==> src/hdl/icsc_defs.svh <==
// Offsets, field positions, reset values and joystick base and step of the control register.
// Assumes inclusion by bare name from the design modules and the bench.
`ifndef ICSC_DEFS_SVH
`define ICSC_DEFS_SVH
`define ICSC_CTRL_OFFSET 8'h00
`define ICSC_ONES_MASK 32'hfc00_0000
`define ICSC_RESET_VALUE 32'hfc0f_0000
`define ICSC_RW_MASK 32'h030f_ffff
`define ICSC_JOY_LSB 24
`define ICSC_GPIO_IN_LSB 20
`define ICSC_GPIO_OUT_LSB 16
`define ICSC_FMT_BIT 15
`define ICSC_WARM_BIT 14
`define ICSC_REC_HALT_BIT 13
`define ICSC_PWR_MASK_BIT 12
`define ICSC_REC_SRC_BIT 11
`define ICSC_VOICE_MASK_BIT 10
`define ICSC_CURRENT_POWERDOWN_LEVEL_LSB 8
`define ICSC_MEMREQ_BIT 7
`define ICSC_FM_EN_BIT 6
`define ICSC_CODEC_EN_BIT 5
`define ICSC_REC_EN_BIT 4
`define ICSC_MIDI_EN_BIT 3
`define ICSC_JOY_EN_BIT 2
`define ICSC_XTAL_GATE_BIT 1
`define ICSC_BUS_GATE_BIT 0
`define ICSC_JOY_BASE0 16'h0200
`define ICSC_JOY_STEP 16'h0008
`endif

==> src/hdl/icsc_pkg.sv <==
// Types shared by the control register block.
// Assumes the defs header is on the include path.
package icsc_pkg;
	// Register write request from the I/O decode.
	typedef struct packed {
		logic wr;
		logic [3:0] be;
		logic [31:0] data;
	} icsc_wreq_s;
	// Enables and selects driven to the rest of the device.
	typedef struct packed {
		logic [15:0] joy_base;
		logic joy_en;
		logic midi_en;
		logic fm_en;
		logic codec_en;
		logic rec_en;
		logic rec_halt;
		logic rec_src;
		logic fmt_i2s;
		logic warm_reset;
		logic mem_block;
		logic xtal_gate;
		logic bus_gate;
		logic voice_irq_en;
		logic power_irq;
	} icsc_ctrl_s;
	// Warm reset pulse phases.
	typedef enum logic [1:0] {
		ICSC_WARM_IDLE = 2'b00,
		ICSC_WARM_HIGH = 2'b01
	} icsc_warm_e;
endpackage

==> src/hdl/icsc_ctrl.sv <==
// Interrupt and chip select control register reached by the host in I/O space.
// Assumes the I/O decode presents one-cycle write strobes and reads at any time.
`timescale 1ns/1ps
`include "icsc_defs.svh"
// Summary of operation
// - Byte, word, long writes; documented reset value.
// - Top six bits always read as one.
// - Joystick base select: four bases, eight apart.
// - Input field reads sampled pin levels.
// - Zero drives pin low, one releases.
// - Format bit: left-justified or I2S input.
// - Warm reset bit drives codec warm reset.
// - Record halt blocks record bus transfers.
// - Power change interrupt mask bit.
// - Record source: codec ADC or I2S.
// - Voice interrupt mask for playback, record.
// - Power interrupt while level differs from state.
// - Test memory request blocks memory access.
// - FM playback enable; restart by toggling.
// - Codec playback enable; restart by toggling.
// - Record enable; restart by toggling.
// - MIDI serial port enable bit.
// - Joystick enable bit.
// - Crystal clock gate bit.
// - Bus clock gate, except bus, this unit.
// - Power interrupt reaches pin only when enabled.
module icsc_ctrl
	import icsc_pkg::*;
#(
	parameter int GPIO_W = 4
) (
	input wire logic ref_clk_i, // Bus clock.
	input wire logic arst_n_i, // Async reset, active low.
	input wire logic wr_i, // Write strobe for the control register.
	input wire logic [3:0] be_i, // Byte enables of the write.
	input wire logic [31:0] wdata_i, // Write data.
	input wire logic [1:0] cfg_power_state_i, // Power state from configuration space.
	input wire logic power_irq_enable_i, // Power interrupt enable.
	input wire logic [GPIO_W-1:0] gpio_i, // General purpose pin levels.
	output logic [GPIO_W-1:0] gpio_o, // Pin drive value.
	output logic [GPIO_W-1:0] gpio_oe_o, // Pin drive enable.
	output logic [31:0] rdata_o, // Register read value.
	output icsc_ctrl_s ctrl_o // Controls to the rest of the device.
);
	// All state of the register block.
	typedef struct packed {
		logic [31:0] ctrl;
		icsc_ctrl_s out;
		logic [31:0] rd;
	} icsc_state_s;
	icsc_state_s st_reg;
	icsc_state_s st_next;
	logic [GPIO_W-1:0] gpio_level; // Sampled pin levels.

	// Merges a write into the stored value by byte lane.
	function automatic logic [31:0] merge(input logic [31:0] old, input logic [31:0] d, input logic [3:0] be);
		logic [31:0] r;
		r = old;
		for (int i = 0; i < 4; i++) begin
			if (be[i]) begin
				r[i*8 +: 8] = d[i*8 +: 8];
			end
		end
		return (r & `ICSC_RW_MASK) | `ICSC_ONES_MASK;
	endfunction

	// Pin block; released pins read back through the same sampler.
	icsc_gpio #(.WIDTH(GPIO_W)) u_gpio (
		.ref_clk_i(ref_clk_i),
		.arst_n_i(arst_n_i),
		.out_val_i(st_reg.ctrl[`ICSC_GPIO_OUT_LSB +: GPIO_W]),
		.pin_i(gpio_i),
		.pin_o(gpio_o),
		.pin_oe_o(gpio_oe_o),
		.level_o(gpio_level)
	);

	// Next state: register update, decoded controls and read image.
	always_comb begin
		logic [31:0] c;
		c = st_reg.ctrl;
		st_next = st_reg;
		if (wr_i) begin
			c = merge(st_reg.ctrl, wdata_i, be_i);
		end
		st_next.ctrl = c;
		// Joystick base is 0x200 plus eight per select step.
		st_next.out.joy_base = `ICSC_JOY_BASE0 + {11'h000, c[`ICSC_JOY_LSB +: 2], 3'h0};
		st_next.out.joy_en = c[`ICSC_JOY_EN_BIT];
		st_next.out.midi_en = c[`ICSC_MIDI_EN_BIT];
		// A channel restarts only when its unit sees the enable fall then rise.
		st_next.out.fm_en = c[`ICSC_FM_EN_BIT];
		st_next.out.codec_en = c[`ICSC_CODEC_EN_BIT];
		st_next.out.rec_en = c[`ICSC_REC_EN_BIT];
		st_next.out.rec_halt = c[`ICSC_REC_HALT_BIT];
		st_next.out.rec_src = c[`ICSC_REC_SRC_BIT];
		st_next.out.fmt_i2s = c[`ICSC_FMT_BIT];
		// Pulse length is left to software, the codec sees the bit level.
		st_next.out.warm_reset = c[`ICSC_WARM_BIT];
		st_next.out.mem_block = c[`ICSC_MEMREQ_BIT];
		st_next.out.xtal_gate = c[`ICSC_XTAL_GATE_BIT];
		st_next.out.bus_gate = c[`ICSC_BUS_GATE_BIT];
		st_next.out.voice_irq_en = c[`ICSC_VOICE_MASK_BIT];
		// The request lasts while levels differ; matching them clears it.
		st_next.out.power_irq = (c[`ICSC_CURRENT_POWERDOWN_LEVEL_LSB +: 2] != cfg_power_state_i)
			&& c[`ICSC_PWR_MASK_BIT] && power_irq_enable_i;
		// Read image: ones on top, sampled pin levels in the input field.
		st_next.rd = c | `ICSC_ONES_MASK;
		st_next.rd[`ICSC_GPIO_IN_LSB +: GPIO_W] = gpio_level;
	end

	// State register; reset loads the documented value with pins unknown as zero.
	always_ff @(posedge ref_clk_i or negedge arst_n_i) begin
		if (!arst_n_i) begin
			st_reg.ctrl <= `ICSC_RESET_VALUE;
			st_reg.out <= '0;
			st_reg.out.joy_base <= `ICSC_JOY_BASE0;
			st_reg.rd <= `ICSC_RESET_VALUE;
		end else begin
			st_reg <= st_next;
		end
	end

	assign rdata_o = st_reg.rd;
	assign ctrl_o = st_reg.out;
endmodule

==> src/hdl/icsc_gpio.sv <==
// Four open-drain style general purpose pins with synchronous input capture.
// Assumes pin inputs are synchronous to the clock.
`timescale 1ns/1ps
`include "icsc_defs.svh"
module icsc_gpio #(
	parameter int WIDTH = 4
) (
	input wire logic ref_clk_i, // Clock.
	input wire logic arst_n_i, // Async reset, active low.
	input wire logic [WIDTH-1:0] out_val_i, // Written output bits.
	input wire logic [WIDTH-1:0] pin_i, // Pin levels.
	output logic [WIDTH-1:0] pin_o, // Pin drive value, always low.
	output logic [WIDTH-1:0] pin_oe_o, // High while pulling the pin low.
	output logic [WIDTH-1:0] level_o // Sampled pin levels.
);
	// All state of the pin block.
	typedef struct packed {
		logic [WIDTH-1:0] oe;
		logic [WIDTH-1:0] lvl;
	} icsc_gpio_state_s;
	icsc_gpio_state_s st_reg;
	icsc_gpio_state_s st_next;
	// A zero bit pulls low; a one releases so the pin may be an input.
	always_comb begin
		st_next = st_reg;
		st_next.oe = ~out_val_i;
		st_next.lvl = pin_i;
	end
	// Released pins rise by the outside pull-up.
	always_ff @(posedge ref_clk_i or negedge arst_n_i) begin
		if (!arst_n_i) begin
			st_reg <= '0;
		end else begin
			st_reg <= st_next;
		end
	end
	assign pin_o = '0;
	assign pin_oe_o = st_reg.oe;
	assign level_o = st_reg.lvl;
endmodule

==> config.mk <==
export PLATFORM = sky130hd
export DESIGN_NAME = icsc_ctrl
export DESIGN_NICKNAME = d
export VERILOG_FILES = /design/src/hdl/icsc_pkg.sv /design/src/hdl/icsc_ctrl.sv /design/src/hdl/icsc_gpio.sv
export VERILOG_INCLUDE_DIRS = /design/src /design/src/hdl
export SDC_FILE = /design/constraint.sdc
export NUM_CORES = 1
export LEC_CHECK = 0
export BUFFER_PORTS_ARGS = -buffer_cell sky130_fd_sc_hd__buf_2
export CORE_MARGIN = 3
export CORE_UTILIZATION = 39
export DETAILED_ROUTE_END_ITERATION = 6
export GPL_ROUTABILITY_DRIVEN = 0
export PLACE_DENSITY = 0.78
export SYNTH_ARGS = -nofsm -noshare
export SYNTH_HDL_FRONTEND = slang
export SYNTH_SLANG_ARGS = --single-unit
==> constraint.sdc <==
create_clock -name ref_clk_i -period 1.2 [get_ports ref_clk_i]
set_clock_uncertainty 0.05 [all_clocks]
set_input_delay 0 -clock ref_clk_i [delete_from_list [all_inputs] [get_ports ref_clk_i]]
set_output_delay 0 -clock ref_clk_i [all_outputs]
set_load 0.005 [all_outputs]
# Yosys cells after proc, flatten, opt, wreduce, memory -nomap -nowiden
# Cells that the tools add are included.
# word_totals
input_bits	46
regBits	81
wordCells	29
output_inout_bits	70
# classes
n_mux	5
reduce_logical	2
eq_ne	1
n_bitwise	1
n_addsub	1
# op_table
cell	count
26-bit two-way mux	1
8-bit two-way mux	2
10-bit by 5-bit adder with 11-bit output, first input constant	1
4-bit two-way mux	1
4-bit NOT	1
1-bit logical AND	2
2-bit two-way mux	1
2-bit != test	1

# Logic depth before layout (Yosys ltp)
# depth
ltp_word	5
ltp_mapped	4

# Hierarchy
# A second synthesis with hierarchy kept.
# unflattened
hier_cells	111
area_unflattened_um2	1498.9
# by_module_without_submodules
mod	cells_each	area_each_um2	instances	seq_area_each_um2
icsc_ctrl	94	1249.9	1	680.7
icsc_gpio	17	249.0	1	200.2

# Worst setup path after synthesis
# Ideal clock, no wire load.
# synth_path
path_kind	reg2reg
start	reg rdata_o[9] (netlist name)
end	reg st_reg, in the netlist ctrl_o[0]
arrival_ns	0.825
slack_ns	0.201
period_less_slack_ns	0.999
path_buffers	0
path_stages_with_launch	4
required_time_ns	1.025
cell_sequence	dfrtp_1 mux2_4 xnor2_1 a21oi_1
# synth_lines
element	line	rtl
end signal: assignment	icsc_ctrl.sv:120	st_reg <= st_next;
end: declaration	icsc_ctrl.sv:51	icsc_state_s st_reg;

==> summary.txt <==
Outcome
  • Status: finished clean

Floorplanning
  • Die Y: 67.9 um
  • Total core area: 3520 um^2
  • DIE WIDTH: 67.9 um
  • Initial Utilization: 42.5%
  • IO Pins: 116
  • Row Count: 21
  • Die Area: 4610 um^2

Route
  • Vias per inst: 4.15
  • Drc violations: 0
  • Via Count: 1078
  • WL final: 3350 um
  • WL/cell: 12.9 um
  • DRT Pass-1 Iters: 2
  • Number of DRC markers in iteration 0: 15
  • ANT nets after route: 0

Logic synthesis
  • Seq/Total Area, Yosys: 58.9%
  • Main combinational cell family by area after synthesis: buffers and inverters
  • Cells after Synth: 110
  • Mux cell area share after synthesis: 17.1%
  • Synth Area in XOR/XNOR: 1.17%
  • Yosys top cell by area: dfrtp_1
  • Most common cell in the synthesized netlist: buf_4
  • Synthesized area: 1500 um^2
  • Post-synth ARST share: 100%
  • Yosys reg bits: 35
  • Share of the synthesized area in the top cell type: 51.9%
  • Commonest cells post-synth: 39 x buf_4, 31 x dfrtp_1, 20 x mux2_2
  • Fraction of the mapped netlist area in simple logic gates: 1.42%
  • Synth Area in Compound Gates: 0.335%
  • Synthesis warning total: 0
  • Yosys cell types: 11
  • EDFF count, synth: 0
  • Avg Synthesized Cell Area: 13.6 um^2
  • Synth Flop Type: dfrtp_1
  • Adder-cell share of the synthesized area: 0%
  • Top post-synthesis cells by area: dfrtp_1 52%, buf_4 20%, mux2_2 15%

STA
  • Final Hold Viols: 0
  • # setup viols final: 0
  • RSZ-0062 raised after global routing: false
  • Minimum clock period: 1.03 ns
  • Ratio of final minimum period to clock period: 85.8%
  • Setup TNS Final: 0 ns
  • Final Max Slew Viols: 0
  • Fmax: 0.971 GHz
  • Hold Slack: 0.0210 ns

Pwr
  • Switching power: 0.750 mW
  • Combinational share of power: 21.0%
  • Int Pwr: 2.11 mW
  • Clock power share: 29.2%
  • Max IR drop VDD: 937 uV
  • Seq pwr share: 49.9%
  • Pwr dens: 1320 nW/um^2
  • Leakage: 1.12 nW
  • Sw Share: 26.3%

Worst setup path
  • CP Launch Type: flop
  • Worst R2R Setup Slack: 0.17 ns
  • Worst Setup Path Type: flop to flop
  • Reg2reg end: ctrl_o[0]
  • Worst Path Arrival: 1.19 ns
  • WP data required: 1.36 ns
  • R2r startpoint: rdata_o[9]
  • R2R cell count: 3
  • CP Max Fanout: 2
  • Element type at the critical path end: flop
  • CP startpoint: rdata_o[9]

CTS
  • H-tree levels: 2
  • CTS tree: yes
  • Worst-path clk slew: 0.07 ns
  • TritonCTS buffer count: 5
  • Maximum buffer depth of the clock tree: 2
  • Clk_lat worst skew: 0.28 ns
  • # clock sinks: 35
  • Cts repair resizes: 0
  • Clk root buf: clkbuf_8

Global routing
  • Vias in the first global route: 1099
  • Initial antenna violation count: 0
  • Total GRT Usage: 15.3%
  • Largest net degree at the start of global routing: 24
  • Congestion Overflow GR: 0
  • Global-route wire length before repair: 4920 um

Flow run
  • Max Cap Viol: 0

Min path
  • Hold path cells: 3
  • HP Start: be_i[3]
  • Hold EP: ctrl_o[18]
  • Worst hold path type: input pin to flop

Place
  • Hpwl dp: 2160 um
  • Port buffer count: 81

Cells and area
  • Proportion of layout cells with a drive suffix above 1: 55.1%
  • Area added between synthesis and finish: 44.8%
  • Nets: 259
  • Antenna diodes: 0
-- power groups by stage --
stage	Clock, mW	Combinational, mW	Sequential (mW)
floorplan	0	0.338	1.46
global placement	0	0.517	1.44
detailed placement	0	0.526	1.44
CTS	0.861	0.601	1.42
global route	0.907	0.666	1.44
finish	0.833	0.599	1.42
-- layout by cell type, fill, tap and decap left out --
cell / instances
conb_1: 24
buf_4: 1
dfrtp_1: 31
buf_12: 1
dfstp_2: 4
inv_1: 4
dlygate4sd3_1: 30
a21oi_1: 1
clkinvlp_4: 2
xnor2_1: 2
clkbuf_8: 5
nand2_1: 4
mux2_2: 20
clkinv_2: 1
nand2_2: 1
mux2_4: 2
buf_2: 81
-- sequential cells by signal (all words and copies together) (netlist names) --
name             count
ctrl_o               2
rdata_o             25
u_gpio.level_o       4
u_gpio.pin_oe_o      4
-- worst max-delay path by stage --
stage | endpoint | slack [ns] | depth (start not counted)
floorplan | ctrl_o[0] | 0.20 | 3
finish | ctrl_o[0] | 0.17 | 3
global placement | ctrl_o[0] | 0.19 | 3
detailed placement | ctrl_o[0] | 0.19 | 3
global route | ctrl_o[0] | 0.1 | 3
CTS | ctrl_o[0] | 0.17 | 3
-- critical path, stage by stage, from the launching register on --
cell and delay (ns):
dfrtp_1 0.39, mux2_4 0.27, xnor2_1 0.12, a21oi_1 0.13
-- stage by stage --
step	cell area (um^2)	instances	power (mW)	setup WS, ns	util, %
after global routing	2160	260	3.02	0.0953	61.5
after floorplan	1580	132	1.80	0.201	-
after global placement	1780	222	1.95	0.188	50.4
final	2160	260	2.86	0.170	61.5
after detailed placement	1780	222	1.97	0.187	50.4
after CTS	2160	260	2.89	0.168	61.5
-- layer usage --
| layer | GRT usage (%) | vias up | wire, um |
|---|---|---|---|
| met5 | 0 | - | 0 |
| li1 | - | 493 | - |
| met1 | 13.9 | 508 | 1120 |
| met2 | 27.7 | 71 | 1780 |
| met3 | 8.21 | 6 | 401 |
| met4 | 6.95 | 0 | 54 |
-- what timing repair did --
action	CTS	global route
buffers inserted	0	0
hold buffers	30	0
hold endpoints to repair	58	0
-- area by class of cell --
class	count	area [um^2]
Clock inverter	3	20.0
Tap cell	46	57.6
Timing Repair Buffer	113	733
Multi-Input combinational cell	54	389
Inverter	4	15.0
Sequential cell	35	881
Fill cell	276	1360
Clock buffer	5	68.8
-- cell families after synthesis --
family / after synthesis
flip-flops: 35
XOR/XNOR: 2
AO/OA/AOI/OAI: 1
AND/OR/NAND/NOR: 5
other: 2
buffers and inverters: 43
multiplexers: 22
Power figures use the tool's default switching activity.
